## src/rtl/srsc_pkg.sv

```systemverilog
// Shared constants for the soft reboot and self-check control link
package srsc_pkg;

   // ==========================================================
   // Device register map
   localparam logic [7:0] MODE_CTRL_ADDR    = 8'h2A;
   localparam logic [7:0] RST_OSR_CTRL_ADDR = 8'h2B;
   localparam logic [7:0] MODE_CTRL_RST     = 8'h00;
   localparam logic [7:0] RST_OSR_CTRL_RST  = 8'h00;

   // ==========================================================
   // Field positions
   localparam int MODE_ACTIVE_BIT  = 0;
   localparam int SELF_CHECK_BIT   = 7;
   localparam int REBOOT_BIT       = 6;
   localparam int SLEEP_OSR_LSB    = 3;
   localparam int AUTO_SLEEP_BIT   = 2;
   localparam int WAKE_OSR_LSB     = 0;

   // ==========================================================
   // Timing
   localparam int CLK_PERIOD_NS    = 8;
   localparam int STBY_TIME_NS     = 80;
   localparam int BOOT_TIME_NS     = 400;
   localparam int PIN_PULSE_NS     = 40;
   localparam int QUIET_TIME_US    = 1000;
   localparam logic [7:0] STBY_CYC =
      8'((STBY_TIME_NS + CLK_PERIOD_NS - 1) / CLK_PERIOD_NS);
   localparam logic [7:0] BOOT_CYC =
      8'((BOOT_TIME_NS + CLK_PERIOD_NS - 1) / CLK_PERIOD_NS);
   localparam logic [7:0] PIN_PULSE_CYC =
      8'((PIN_PULSE_NS + CLK_PERIOD_NS - 1) / CLK_PERIOD_NS);
   localparam int QUIET_CYC_DEF    =
      (QUIET_TIME_US * 1000 + CLK_PERIOD_NS - 1) / CLK_PERIOD_NS;

   // ==========================================================
   // Host APB register map
   localparam logic [7:0] HOST_CMD_ADDR    = 8'h00;
   localparam logic [7:0] HOST_STATUS_ADDR = 8'h04;
   localparam logic [7:0] HOST_PINRST_ADDR = 8'h08;
   localparam int CMD_WDATA_LSB    = 8;
   localparam int CMD_WRITE_BIT    = 16;
   localparam int ST_BUSY_BIT      = 0;
   localparam int ST_DONE_BIT      = 1;
   localparam int ST_NOACK_BIT     = 2;
   localparam int ST_RDATA_LSB     = 8;

   // ==========================================================
   // State encodings
   typedef enum logic [2:0] {
      DEV_RUN  = 3'h1,
      DEV_STBY = 3'h2,
      DEV_BOOT = 3'h4
   } srsc_dev_state_e;

   typedef enum logic [3:0] {
      HST_IDLE  = 4'h1,
      HST_REQ   = 4'h2,
      HST_PIN   = 4'h4,
      HST_QUIET = 4'h8
   } srsc_host_state_e;

endpackage

```

## src/rtl/srsc_link_if.sv

```systemverilog
// Register link between host controller and sensor device
`timescale 1ns/100ps
interface srsc_link_if;
   logic       req;
   logic       we;
   logic [7:0] addr;
   logic [7:0] wdata;
   logic       ack;
   logic [7:0] rdata;
   logic       rst_pin;

   modport dev
   (
      input  req,
      input  we,
      input  addr,
      input  wdata,
      input  rst_pin,
      output ack,
      output rdata
   );

   modport host
   (
      output req,
      output we,
      output addr,
      output wdata,
      output rst_pin,
      input  ack,
      input  rdata
   );
endinterface

```

## src/rtl/srsc_host.sv

```systemverilog
// Host side: APB-controlled link master with reset quiet time
`timescale 1ns/100ps
module srsc_host
   import srsc_pkg::*;
#(
   parameter int QUIET_CYC = QUIET_CYC_DEF
)
(
   input  wire logic        clk,
   input  wire logic        rst,
   input  wire logic        psel,
   input  wire logic        penable,
   input  wire logic        pwrite,
   input  wire logic [7:0]  paddr,
   input  wire logic [31:0] pwdata,
   output logic [31:0]      prdata,
   output logic             pready,
   output logic             pslverr,
   srsc_link_if.host        lk
);

   // ==========================================================
   // Registers
   srsc_host_state_e state_reg;
   logic [16:0]      cmd_reg;
   logic             done_reg;
   logic             noack_reg;
   logic [7:0]       rdata_reg;
   logic [16:0]      cnt_reg;
   logic             req_reg;
   logic             pin_reg;
   logic [31:0]      prdata_reg;
   logic             pready_reg;
   logic             pslverr_reg;

   // ==========================================================
   // APB decode; no wait state, ready and read data registered in the setup cycle
   wire        setup     = psel && !penable;
   wire        commit    = psel && penable && pready_reg;
   wire        wr_cmd    = commit && pwrite && (paddr == HOST_CMD_ADDR);
   wire        wr_stat   = commit && pwrite && (paddr == HOST_STATUS_ADDR);
   wire        wr_pin    = commit && pwrite && (paddr == HOST_PINRST_ADDR);
   wire        mapped    = (paddr == HOST_CMD_ADDR) || (paddr == HOST_STATUS_ADDR)
                           || (paddr == HOST_PINRST_ADDR);
   wire        idle      = (state_reg == HST_IDLE);
   wire        busy      = !idle;
   wire        reboot_cmd = cmd_reg[CMD_WRITE_BIT]
                           && (cmd_reg[7:0] == RST_OSR_CTRL_ADDR)
                           && cmd_reg[CMD_WDATA_LSB + REBOOT_BIT];
   wire        cnt_done  = (cnt_reg == 17'h00000);
   wire [31:0] status    = {16'h0000, rdata_reg, 5'h00, noack_reg, done_reg, busy};
   wire [31:0] read_mux  = (paddr == HOST_CMD_ADDR)    ? {15'h0000, cmd_reg} :
                           (paddr == HOST_STATUS_ADDR) ? status : 32'h0000_0000;
   wire        go_cmd    = wr_cmd && idle;
   wire        go_pin    = wr_pin && pwdata[0] && idle;
   wire        got_ack   = (state_reg == HST_REQ) && req_reg && lk.ack;
   wire        clr_done  = wr_stat && pwdata[ST_DONE_BIT];

   // ==========================================================
   // APB slave
   always_ff @(posedge clk)
   begin
      if (rst)
      begin
         pready_reg  <= 1'b0;
         prdata_reg  <= 32'h0000_0000;
         pslverr_reg <= 1'b0;
      end
      else
      begin
         pready_reg  <= setup;
         prdata_reg  <= setup ? read_mux : 32'h0000_0000;
         pslverr_reg <= setup && !mapped;
      end
   end

   // ==========================================================
   // Link sequencer
   always_ff @(posedge clk)
   begin
      if (rst)
      begin
         state_reg <= HST_IDLE;
         cmd_reg   <= 17'h00000;
         done_reg  <= 1'b0;
         noack_reg <= 1'b0;
         rdata_reg <= 8'h00;
         cnt_reg   <= 17'h00000;
         req_reg   <= 1'b0;
         pin_reg   <= 1'b0;
      end
      else
      begin
         // A completion in the same cycle as a clear keeps the flag set
         if (clr_done)
         begin
            done_reg  <= 1'b0;
            noack_reg <= 1'b0;
         end
         if (go_cmd)
         begin
            cmd_reg <= pwdata[16:0];
         end
         case (state_reg)
            HST_IDLE:
            begin
               if (go_cmd)
               begin
                  state_reg <= HST_REQ;
                  req_reg   <= 1'b1;
               end
               else if (go_pin)
               begin
                  state_reg <= HST_PIN;
                  pin_reg   <= 1'b1;
                  cnt_reg   <= {9'h000, PIN_PULSE_CYC};
               end
            end
            HST_REQ:
            begin
               if (reboot_cmd)
               begin
                  // One-cycle offer, then no wait for an acknowledge
                  req_reg   <= 1'b0;
                  noack_reg <= 1'b1;
                  state_reg <= HST_QUIET;
                  cnt_reg   <= 17'(QUIET_CYC);
               end
               else if (got_ack)
               begin
                  req_reg   <= 1'b0;
                  rdata_reg <= lk.rdata;
                  done_reg  <= 1'b1;
                  state_reg <= HST_IDLE;
               end
            end
            HST_PIN:
            begin
               if (cnt_done)
               begin
                  pin_reg   <= 1'b0;
                  state_reg <= HST_QUIET;
                  cnt_reg   <= 17'(QUIET_CYC);
               end
               else
               begin
                  cnt_reg <= cnt_reg - 17'h00001;
               end
            end
            HST_QUIET:
            begin
               // Link held silent so the device sees no traffic
               if (cnt_done)
               begin
                  done_reg  <= 1'b1;
                  state_reg <= HST_IDLE;
               end
               else
               begin
                  cnt_reg <= cnt_reg - 17'h00001;
               end
            end
            default:
            begin
               state_reg <= HST_IDLE;
               req_reg   <= 1'b0;
               pin_reg   <= 1'b0;
            end
         endcase
      end
   end

   // ==========================================================
   // Outputs
   assign prdata   = prdata_reg;
   assign pready   = pready_reg;
   assign pslverr  = pslverr_reg;
   assign lk.req   = req_reg;
   assign lk.we    = cmd_reg[CMD_WRITE_BIT];
   assign lk.addr  = cmd_reg[7:0];
   assign lk.wdata = cmd_reg[CMD_WDATA_LSB +: 8];
   assign lk.rst_pin = pin_reg;

endmodule // srsc_host

```

## src/flat_wrapper.sv

```systemverilog
// flat-port wrapper written by rule: the top's interface ports become plain ports
module srsc_host_flat import srsc_pkg::*;
#(
   parameter int QUIET_CYC = QUIET_CYC_DEF
)
  (clk, rst, psel, penable, pwrite, paddr, pwdata, prdata, pready, pslverr, lk_req, lk_we, lk_addr, lk_wdata, lk_rst_pin, lk_ack, lk_rdata);
  srsc_link_if lk_i ();
  input  wire logic clk;
  input  wire logic rst;
  input  wire logic psel;
  input  wire logic penable;
  input  wire logic pwrite;
  input  wire logic [7:0] paddr;
  input  wire logic [31:0] pwdata;
  output logic [31:0] prdata;
  output logic pready;
  output logic pslverr;
  output wire logic [$bits(lk_i.req)-1:0] lk_req;
  output wire logic [$bits(lk_i.we)-1:0] lk_we;
  output wire logic [$bits(lk_i.addr)-1:0] lk_addr;
  output wire logic [$bits(lk_i.wdata)-1:0] lk_wdata;
  output wire logic [$bits(lk_i.rst_pin)-1:0] lk_rst_pin;
  input wire logic [$bits(lk_i.ack)-1:0] lk_ack;
  input wire logic [$bits(lk_i.rdata)-1:0] lk_rdata;
  assign lk_req = lk_i.req;
  assign lk_we = lk_i.we;
  assign lk_addr = lk_i.addr;
  assign lk_wdata = lk_i.wdata;
  assign lk_rst_pin = lk_i.rst_pin;
  assign lk_i.ack = lk_ack;
  assign lk_i.rdata = lk_rdata;
  srsc_host #(.QUIET_CYC(QUIET_CYC)) u_core (.clk(clk), .rst(rst), .psel(psel), .penable(penable), .pwrite(pwrite), .paddr(paddr), .pwdata(pwdata), .prdata(prdata), .pready(pready), .pslverr(pslverr), .lk(lk_i));
endmodule
```

## config.mk

```make
export PLATFORM = sky130hd
export DESIGN_NAME = srsc_host_flat
export DESIGN_NICKNAME = d
export VERILOG_FILES = /design/src/rtl/srsc_pkg.sv /design/src/rtl/srsc_link_if.sv /design/src/rtl/srsc_host.sv /design/src/flat_wrapper.sv
export SDC_FILE = /design/constraint.sdc
export NUM_CORES = 1
export LEC_CHECK = 0
export ABC_AREA = 1
export BUFFER_PORTS_ARGS = -buffer_cell sky130_fd_sc_hd__buf_2
export CORE_MARGIN = 10
export CORE_UTILIZATION = 51
export CTS_CLUSTER_DIAMETER = 30
export DETAILED_ROUTE_END_ITERATION = 7
export PLACE_DENSITY_LB_ADDON = 0.12
export SYNTH_ARGS = -nofsm -noshare
export SYNTH_HDL_FRONTEND = slang
export SYNTH_SLANG_ARGS = --single-unit
```

## constraint.sdc

```tcl
create_clock -name clk -period 1.9 [get_ports clk]
set_input_delay 0.095 -clock clk [delete_from_list [all_inputs] [get_ports clk]]
set_output_delay 0.095 -clock clk [all_outputs]
set_load 0.02 [all_outputs]
```

==> After elaboration in Yosys (flattened, before gate mapping) <==
Cells that the tools add are included.
W data, S select, Z words.
{ "totals": {"reg_bits": 84, "latch_bits": 0, "ramBits": 0, "mem_bits_ro": 0, "word_cells": 97, "memories": 0} }
{ "op_classes": {"n_addsub": 1, "n_mul": 0, "div_mod_pow": 0, "order_cmp": 0, "eq_ne": 16, "n_shift": 0, "muxes": 31, "n_bitwise": 4, "n_reduce_logical": 33} }
{ "op_table": {"columns": ["cell", "n"], "rows": [
  ["$mux W17", 6],
  ["$pmux W17 S4", 1],
  ["$mux W4", 6],
  ["$logic_not A17 Y1", 1],
  ["$sub A17 B1 Y17 const B", 1],
  ["$logic_and A1 B1 Y1", 16],
  ["$mux W16", 1],
  ["$pmux W4 S4", 1],
  ["$mux W1", 13],
  ["$eq A8 B3 Y1 const B", 1],
  ["$eq A8 B4 Y1 const B", 1],
  ["$eq A8 B6 Y1 const B", 1],
  ["$logic_not A8 Y1", 1],
  ["$ne A2 B2 Y1 const B", 4],
  ["$reduce_and A4 Y1", 2],
  ["$ne A2 B1 Y1 const B", 3],
  ["$pmux W1 S3", 2],
  ["$reduce_and A3 Y1", 2],
  ["$reduce_or A2 Y1", 3],
  ["$reduce_and A5 Y1", 1],
  ["$eq A4 B1 Y1 const B", 1],
  ["$eq A4 B2 Y1 const B", 1],
  ["$eq A4 B3 Y1 const B", 1],
  ["$eq A4 B4 Y1 const B", 1],
  ["other kinds (8)", 14]
]} }

==> Depth between registers and ports, before layout <==
Gate-level depths: netlist (run 1).
{ "depth": {"ltp_word": 9, "mapped_depth": 14, "depth_no_buf": 13} }

==> Worst setup path after synthesis (run 1) <==
No wires, ideal clock.
{ "synth_path": {"kind": "register to register", "start": "register u_core.cnt_reg[0]", "end": "register u_core.cnt_reg[11]", "t_arrival_ns": 1.381, "slack_ns": 0.386, "path_stages_with_launch": 14, "period_less_slack_ns": 1.514, "path_cell_list": "dfxtp_1 > inv_1 > ha_1 > inv_1 > nor2_1 > nand2_1 > nor2_1 > nand3_1 > nand3_2 > nor2_4 > buf_6 > buf_6 > nand3_1 > a21oi_1"} }
{ "synth_via": {"elab_chain_cells": 3, "elab_cells_between_ends": 7, "cone_classes": "add/sub (1); eq/ne (1); mux (3); reduce/logical (2)"} }
{ "synth_lines": {"columns": ["item", "line_no", "rtl"], "rows": [
  ["start, declared", "srsc_host.sv:29", "logic [16:0] cnt_reg;"],
  ["start signal, assigned", "srsc_host.sv:116", "cnt_reg <= {9'h000, PIN_PULSE_CYC};"],
  ["start signal, assigned", "srsc_host.sv:127", "cnt_reg <= 17'(QUIET_CYC);"],
  ["start signal, assigned", "srsc_host.sv:143", "cnt_reg <= 17'(QUIET_CYC);"],
  ["$sub A17 B1 Y17 / $logic_not A17 Y1 (equally long branches)", "srsc_host.sv:147, srsc_host.sv:160, srsc_host.sv:50", null],
  ["$mux W17, or another cell as far along", "srsc_host.sv:153", "if (cnt_done)"],
  ["$pmux W17 S4 / $reduce_and A5 Y1 (equally long branches)", null, null]
]} }
Several ways; a longest one is shown, not always the timed one. The select of a mux whose other input is x is not followed.
A chain may end at the register's enable or synchronous reset.

==> Worst setup path after layout (run 1) <==
{ "layout_path": {"start": "register u_core.cnt_reg[0]", "end": "register u_core.cnt_reg[0]"} }
The elaborated chain is that of the path after synthesis.

==> metrics.csv, run 1 <==
stage,metric,value,unit
run_status,status,finished clean,
route,drc,0,
cells_and_area,regArea,0.00138,sq mm
floorplan,core,0.00631,sq mm
route,dr.pass1.iters,4,
timing,max_clock_freq,572,MHz
job,max-cap-violations,0,
min_path,hold_path_end,u_core.pready,
cells_and_area,layout_common_cells,"nand2_1, buf_2, nor2_1",
route,routedWlPerCell,13.2,um
floorplan,io_pins,107,
route,wl,8.51,mm
cts,insertion_delay,0.35,ns
floorplan,initial_core_util,52.0,%
power,powerDensity,726,mW/mm^2
timing,worst-slew-pin-transition,0.567,ns
power,ir_drop,0.479,mV
cells_and_area,diodes,0,
floorplan,die_x,100,um
cells_and_area,layout_commonest_cell,nand2_1,
placed_design,port-buffer-count,76,
route,vias_per_cell,4.97,
logic_synthesis,synth_edf_count,0,
cells_and_area,layout-drive-gt1-share,21.2,%
min_path,hold_depth,3,
critical_path,cp_slowest_cell,dfxtp_1,
min_path,hold_start,psel,
global_routing,antenna_found_initial,0,
placed_design,gp_congestion,0.835,
timing,fin_crit_sh,91.9,%
logic_synthesis,syn_avg_cell_area,6.92,sq um
route,antenna_left,0,
route,route.met2.wl,4.09,mm
cts,cts.sinks,69,
logic_synthesis,yosysTopAreaCell,dfxtp_1,
global_routing,overflow,0,
critical_path,arrival,1.98,ns
route,route.met3.wl,688,um
logic_synthesis,netlist_area,0.00329,sq mm
critical_path,r2r_cells,12,
route,initialDrtViolationCount,109,
global_routing,grt_pass1_vias,3068,
route,route.top_layer_used,met4,
power,p_leak,1.94,nW
logic_synthesis,synth_async_sr_flop_share,0,%
cts,path_clk_slew,0.07,ns
timing,maxSlewViolCount,0,
cts,cts-root-buf,clkbuf_8,
floorplan,die_y,100,um
floorplan,dieArea,0.0101,sq mm
cells_and_area,multi_input_area,0.00157,sq mm
critical_path,reg2reg_from,u_core.cnt_reg[0],
timing,setup_violations,0,
logic_synthesis,synth-seq-cells,69,
cells_and_area,syn_to_final_growth,22.4,%
logic_synthesis,synth-seq-area-share,42.0,%
timing,tns,0,ns
timing,finalClockSkew,0.00908,ns
critical_path,rrSetupSlack,0.15,ns
logic_synthesis,synth.area.top_cells,"dfxtp_1, nand2_1, nor2_1, o21ai_0, inv_1",
cts,htreeDepth,3,
critical_path,cp_common_cell,nor2_1,
global_routing,grt_max_degree,35,
logic_synthesis,synthFlopType,dfxtp_1,
critical_path,start_kind,register,
global_routing,grt_pass1_wl,14.2,mm
critical_path,critPathMaxFanout,9,
critical_path,reg2reg_to,u_core.cnt_reg[0],
cells_and_area,nFillCells,610,
global_routing,grt_usage,17.3,%
cts,cts_tree,done,
logic_synthesis,syn_inst,475,
timing,fin_crit,1.75,ns
cts,cts_max_path_buffers,2,
timing,relSlewSlack,62.1,%
cts,numCtsBuffers,9,
critical_path,cp_cell_sequence,inv_1 -> ha_1 -> inv_1 -> nor2_1 -> nand2_1 -> nor2_1 -> nand3_1 -> nand3_2 -> nor2_4 -> buf_6 -> o21ai_0 -> nor2_1,
logic_synthesis,yosys_warnings,0,
route,wl_met1,3.61,mm
critical_path,max_stage_delay,0.33,ns
critical_path,worst-endpoint-required,2.13,ns
timing,final_hold_viol_count,0,
logic_synthesis,yosysUniqueCellTypes,30,
timing,setup_ws,0.153,ns
placed_design,dpl.hpwl,6.47,mm
cells_and_area,nets,622,
route,route.vias.total,3216,
critical_path,worstSetupEndpointType,register,
min_path,hp-class,primary input to register,
placed_design,dp_slack,0.190,ns
logic_synthesis,netlist.area_leader.share,42.0,%
floorplan,rows,29,
critical_path,worstSetupPathType,register to register,
## what timing repair did
item,4_1_cts,5_1_grt
resized for setup,0,4
buffers inserted,0,1
hold buffers,7,0
hold endpoints to repair,7,0
endpoints found under the setup margin,0,6
## kinds of logic after synthesis
kind of cell	share of synthesized area (%)
buffers and inverters	11.9
other	0.114
AND/OR/NAND/NOR	30.5
flip-flops	42.0
adder cells (fa/ha/maj)	0.761
XOR/XNOR	1.60
AO/OA/AOI/OAI	13.1
## worst max-delay path by stage
| stage | startpoint | to | slack [ns] | cells after the start |
|---|---|---|---|---|
| after floorplan | u_core.cnt_reg[0] | u_core.cnt_reg[11] | 0.39 | 13 |
| after global placement | u_core.cnt_reg[0] | u_core.cnt_reg[13] | 0.25 | 12 |
| after detailed placement | u_core.state_reg[2] | u_core.cnt_reg[13] | 0.19 | 10 |
| after CTS | u_core.cnt_reg[0] | u_core.cnt_reg[0] | 0.13 | 12 |
| after global routing | u_core.cnt_reg[0] | u_core.cnt_reg[13] | -0.01 | 12 |
| final | u_core.cnt_reg[0] | u_core.cnt_reg[0] | 0.15 | 12 |
## per-stage QoR
step,utilization [%],power [mW],cell area (sq um),hold slack (ns),std cells
after floorplan,-,1.57,3340,0.196,489
after global placement,58.8,1.60,3710,0.313,624
after detailed placement,58.8,1.60,3710,0.317,624
after CTS,63.4,2.94,4010,0.000348,646
after global routing,63.7,3.02,4020,0.0122,647
final,63.7,2.92,4020,0.0176,647
## worst max-delay path: cells and delay by family, from the launching register on
family,cells,cell delay (ns)
adders and majority gates,1,0.19
DFF,1,0.33
buffers and inverters,3,0.28
and+or+nand+nor,7,0.65
AOI/OAI and AO/OA,1,0.19
## layer usage
layer	vias up	track usage, %
li1	1676	-
met1	1432	19.8
met2	96	28.7
met3	12	6.11
met4	0	6.74
met5	-	0
## synth_stat cells, types with 2 or more instances
cell type,number
or2_2,2
nand3b_1,3
buf_6,2
clkbuf_1,9
nor2_4,5
nor3_1,3
dfxtp_1,69
nand2_1,96
nand2_2,2
inv_2,5
buf_4,16
nand3_2,2
nand3_1,32
nor2_1,73
xor2_1,3
a21oi_1,37
o21ai_0,43
ha_1,2
inv_1,50
nand4_1,9
xnor2_1,3
## power breakdown
group	switching, mW	internal (mW)	total, mW
Clock	0.570	0.772	1.34
Sequential	0.000527	1.45	1.45
Combinational	0.0776	0.0524	0.130
Total	0.648	2.27	2.92
## final cells by class
cell class	count	area share (%)
flip-flops and latches	69	34.3
well taps	77	2.40
multi-input cells	336	38.9
repair buffers	95	13.6
clock inverters	5	2.12
inverters	55	5.19
clock buffers	10	3.42
No activity file was read; power rests on OpenSTA's default activity.
==> inputs of run 2 (changes only) <==
- CORE_UTILIZATION: 51 -> 46
- clock period: 1.9 -> 1.6 ns (I/O delays scaled with it)
==> run 2 against run 1 <==
Against the previous run: the flow now finishes with violations (hold timing); hold slack got worse by 0.020 ns; core utilization rose by 0.57 points; sequential share of layout area is 2.9 points lower; non-clock buffer count is 33 higher; fmax up 10%; clock power is essentially flat; critical path type unchanged.
==> metrics.csv, run 2 (same netlist as run 1, synthesis figures left out) <==
stage,metric,value,unit
run_status,status,"complete, but fails checks",
run_status,violations,hold timing,
cells_and_area,nets,655,
cells_and_area,layout_common_cells,"nand2_1, buf_2, dfxtp_1",
global_routing,grt_pass1_wl,15.0,mm
cells_and_area,layout_commonest_cell,nand2_1,
timing,grt_setup_unrepaired,true,
timing,fin_crit,1.58,ns
timing,maxSlewViolCount,0,
min_path,hold_depth,3,
timing,fin_crit_sh,99.0,%
global_routing,grt_max_degree,35,
timing,final_hold_viol_count,1,
critical_path,r2r_cells,14,
cts,numCtsBuffers,9,
global_routing,grt_usage,16.2,%
floorplan,die_y,105,um
power,powerDensity,726,mW/mm^2
cts,cts_tree,done,
cts,insertion_delay,0.35,ns
route,antenna_left,0,
global_routing,grt_pass1_vias,3258,
critical_path,max_stage_delay,0.34,ns
cts,cts.sinks,69,
cts,cts_max_path_buffers,2,
route,initialDrtViolationCount,145,
cts,path_clk_slew,0.09,ns
critical_path,cp_common_cell,nand2_1,
floorplan,initial_core_util,47.8,%
timing,hold_ws,-0.00232,ns
cells_and_area,layout-drive-gt1-share,31.8,%
power,ir_drop,0.479,mV
power,p_leak,2.11,nW
route,drc,0,
critical_path,worstSetupPathType,register to register,
critical_path,cp_cell_sequence,inv_2 -> ha_4 -> inv_2 -> nor2_1 -> nand2_1 -> nor2_4 -> nand3_2 -> nand3_2 -> nor2_4 -> buf_6 -> nand2_2 -> nand2_1 -> nand2_1 -> nor2_1,
timing,setup_violations,0,
cts,cts-root-buf,clkbuf_8,
floorplan,dieArea,0.0109,sq mm
route,wl,9.25,mm
floorplan,die_x,105,um
critical_path,arrival,1.86,ns
power,power,3.21,mW
job,max-cap-violations,0,
placed_design,dp_slack,-0.0426,ns
route,vias_per_cell,4.83,
placed_design,gp_congestion,0.842,
timing,max_clock_freq,631,MHz
floorplan,core,0.00687,sq mm
global_routing,antenna_found_initial,0,
cts,htreeDepth,3,
route,routedWlPerCell,13.2,um
critical_path,critPathMaxFanout,7,
placed_design,port-buffer-count,76,
min_path,hp-class,primary input to register,
floorplan,rows,30,
floorplan,io_pins,107,
timing,finalClockSkew,0.0146,ns
critical_path,worstSetupEndpointType,register,
cells_and_area,nFillCells,660,
timing,tns,0,ns
critical_path,cp_slowest_cell,dfxtp_2,
route,route.vias.total,3380,
critical_path,worst-endpoint-required,1.88,ns
route,dr.pass1.iters,4,
cells_and_area,diodes,0,
timing,setup_ws,0.0162,ns
cells_and_area,regArea,0.00139,sq mm
critical_path,start_kind,register,
cells_and_area,final_util,64.3,%
cells_and_area,syn_to_final_growth,34.4,%
cells_and_area,multi_input_area,0.00170,sq mm
placed_design,dpl.hpwl,6.84,mm
global_routing,overflow,0,
-- run 2: path summary, 6_finish.rpt --
kind              slack (ns)                 end              start
setup / recovery        0.02   u_core.cnt_reg[8]  u_core.cnt_reg[0]
hold reg to reg         0.46   u_core.lk.rst_pin  u_core.lk.rst_pin
setup reg to reg        0.02   u_core.cnt_reg[8]  u_core.cnt_reg[0]
hold / removal        -0.002  u_core.cmd_reg[15]         pwdata[15]
-- run 2: what timing repair did --
action	4_1_cts	5_1_grt
endpoints found under the setup margin	21	44
hold buffers	11	0
resized for setup	12	42
buffers inserted	3	3
hold endpoints to repair	10	0
pin swaps	4	15
-- run 2: critical path: cells and delay by family (launching register included) --
| kind | cells | cell delay (ns) |
|---|---|---|
| adder cells (fa/ha/maj) | 1 | 0.15 |
| buffers and inverters | 3 | 0.26 |
| flip-flops | 1 | 0.34 |
| AND/OR/NAND/NOR | 10 | 0.79 |
-- run 2: per-stage QoR --
step           cells  area, sq um
6_report         700         4420
5_1_grt          700         4420
4_1_cts          697         4270
3_5_place_dp     667         3930
3_3_place_gp     667         3930
2_1_floorplan    489         3340
-- run 2: report_power, final --
| group | internal [mW] | switching, mW |
|---|---|---|
| Sequential | 1.72 | 0.000615 |
| Combinational | 0.0690 | 0.0963 |
| Clock | 0.583 | 0.739 |
| Total | 2.37 | 0.836 |
-- run 2: per-layer routing --
metal  wire, um  vias up  global-route usage [%]
li1           -     1734                       -
met1       3990     1542                    19.1
met2       4570       93                    27.5
met3        602       11                    4.21
met4         87        0                    5.67
met5          0        -                       0
-- run 2: cell type report --
type                       count  area share, %
sequential                    69           31.5
multi-input combinational    336           38.5
clock buffer                   9           2.81
tap                           96           2.72
clock inverter                 7           1.30
inverter                      55           4.73
timing repair buffer         128           18.5
==> inputs of run 3 (changes only) <==
- CORE_ASPECT_RATIO: unset -> 1.75
==> run 3 against run 2 <==
Against the previous run: the flow finishes with violations (setup timing); critical path depth down 1; via count up 1.7%; hold slack better by 0.0099 ns; first-iteration DRC count down 23%; total power up 20%; sequential share of layout area down 1.6 points; count of clock-buffer cells in the layout up 1; register-to-register slack worse by 0.03 ns; global-route usage up 1.3 points.
==> metrics.csv, run 3 (same netlist as run 1, synthesis figures left out) <==
stage,metric,value,unit
floorplan,rows,40,
power,internal-power,2.99,mW
cells_and_area,syn_to_final_growth,41.1,%
power,comb_power_share,4.2,%
route,drc,0,
timing,maxSlewViolCount,0,
critical_path,arrival,1.90,ns
route,route.top_layer_used,met4,
timing,grt_setup_unrepaired,true,
cts,cts.sinks,69,
run_status,status,"complete, but fails checks",
route,dr.pass1.iters,4,
floorplan,dieArea,0.0111,sq mm
power,p_sw,0.852,mW
power,powerDensity,828,mW/mm^2
critical_path,worst-endpoint-required,1.88,ns
cells_and_area,layout_common_cells,"nand2_1, buf_2, dfxtp_1",
route,initialDrtViolationCount,111,
cts,htreeDepth,3,
floorplan,io_pins,107,
timing,tns,-0.0514,ns
placed_design,placed_area,0.00402,sq mm
route,vias_per_cell,4.96,
cells_and_area,fin_cells,693,
cells_and_area,fin_area,0.00464,sq mm
critical_path,cp_slowest_cell,dfxtp_2,
cells_and_area,final_util,67.1,%
power,switching_share,22.2,%
cts,path_clk_slew,0.06,ns
critical_path,cp_common_cell,buf_4,
cells_and_area,layout-drive-gt1-share,34.6,%
critical_path,rrSetupSlack,-0.02,ns
timing,setup_violations,7,
cts,numCtsBuffers,9,
power,p_leak,2.20,nW
timing,fin_crit_sh,101,%
placed_design,port-buffer-count,76,
floorplan,die_x,83.9,um
cells_and_area,nets,661,
job,max-cap-violations,0,
placed_design,gp_congestion,0.894,
critical_path,worstSetupPathType,register to register,
floorplan,core,0.00691,sq mm
route,route.vias.total,3439,
placed_design,dp.cells,667,
cts,cts-root-buf,clkbuf_16,
power,ir_drop,0.694,mV
critical_path,max_stage_delay,0.32,ns
cts,cts_max_path_buffers,2,
floorplan,initial_core_util,47.6,%
critical_path,cp.buffers_inverters,6,
global_routing,grt_max_degree,35,
cells_and_area,diodes,0,
route,route.met3.wl,569,um
cts,cts_tree,done,
placed_design,dpl.hpwl,7.40,mm
critical_path,path_delay_family,simple AND/OR/NAND/NOR gates,
critical_path,cp_cell_sequence,inv_2 -> ha_4 -> inv_2 -> nor2_1 -> nand2_1 -> nor2_2 -> nand3_2 -> buf_4 -> buf_4 -> buf_4 -> nand3_1 -> nand2_1 -> inv_1,
global_routing,grt_usage,17.4,%
min_path,hp-class,primary input to register,
critical_path,worstSetupEndpointType,register,
timing,setup_ws,-0.0171,ns
timing,final_hold_viol_count,0,
global_routing,grt_pass1_vias,3492,
cts,insertion_delay,0.33,ns
route,wl,9.99,mm
route,wl_met1,3.49,mm
global_routing,antenna_found_initial,0,
timing,max_clock_freq,618,MHz
cells_and_area,layout_commonest_cell,nand2_1,
global_routing,overflow,0,
timing,fin_crit,1.62,ns
critical_path,start_kind,register,
power,clockPowerShare,51.0,%
global_routing,grt_pass1_wl,16.1,mm
power,power,3.84,mW
route,antenna_left,0,
timing,finalClockSkew,0.00669,ns
route,route.met2.wl,5.60,mm
critical_path,critPathMaxFanout,2,
route,routedWlPerCell,14.4,um
run_status,violations,setup timing,
floorplan,die_y,132,um
power,power.share.sequential,44.9,%
## run 3: routing by layer
metal,vias to the layer above,GRT usage [%]
met3,22,5.82
met4,0,8.60
met1,1589,16.3
met5,-,0
li1,1745,-
met2,83,32.4
## run 3: power by group through the flow
| stage | clock network [mW] | registers (mW) | logic, mW |
|---|---|---|---|
| after floorplan | 0 | 1.76 | 0.100 |
| after global placement | 0 | 1.76 | 0.142 |
| after detailed placement | 0 | 1.76 | 0.143 |
| after CTS | 1.98 | 1.72 | 0.155 |
| after global routing | 2.04 | 1.72 | 0.175 |
| final | 1.96 | 1.72 | 0.159 |
## run 3: final cells by class
cell class              instances  area [sq um]
clock buffers                  10           229
well taps                      84           105
flip-flops and latches         69          1390
inverters                      55           211
repair buffers                134           885
fillers                       623          2270
multi-input cells             336          1760
clock inverters                 5          62.6
## run 3: per-stage QoR
step | hold slack, ns | worst slack [ns]
5_1_grt | 0.0288 | -0.117
4_1_cts | 0.00128 | -0.00544
3_5_place_dp | 0.293 | -0.0959
6_report | 0.00757 | -0.0171
3_3_place_gp | 0.291 | -0.0190
2_1_floorplan | 0.181 | 0.0865
## run 3: worst register-to-register path: stages, from the launching register on
cell	delay [ns]
dfxtp_2	0.32
inv_2	0.07
ha_4	0.16
inv_2	0.03
nor2_1	0.11
nand2_1	0.09
nor2_2	0.12
nand3_2	0.12
buf_4	0.15
buf_4	0.12
buf_4	0.12
nand3_1	0.07
nand2_1	0.05
inv_1	0.05
## run 3: repair_timing
item                                   in CTS  in global routing
gates cloned                                0                  1
buffers inserted                            3                  1
gates resized for setup                    22                 46
pin swaps                                   6                 24
hold buffers                                6                  0
setup endpoints to repair                  17                 41
endpoints found under the hold margin       5                  0
## run 3: path summary, 6_finish.rpt
kind / from / to / depth (start not counted)
worst max-delay path: u_core.cnt_reg[1] / u_core.done_reg / 13
worst min-delay path: lk_rdata[3] / u_core.rdata_reg[3] / 3
worst max register to register: u_core.cnt_reg[1] / u_core.done_reg / 13
worst min register to register: u_core.lk.rst_pin / u_core.lk.rst_pin / 2
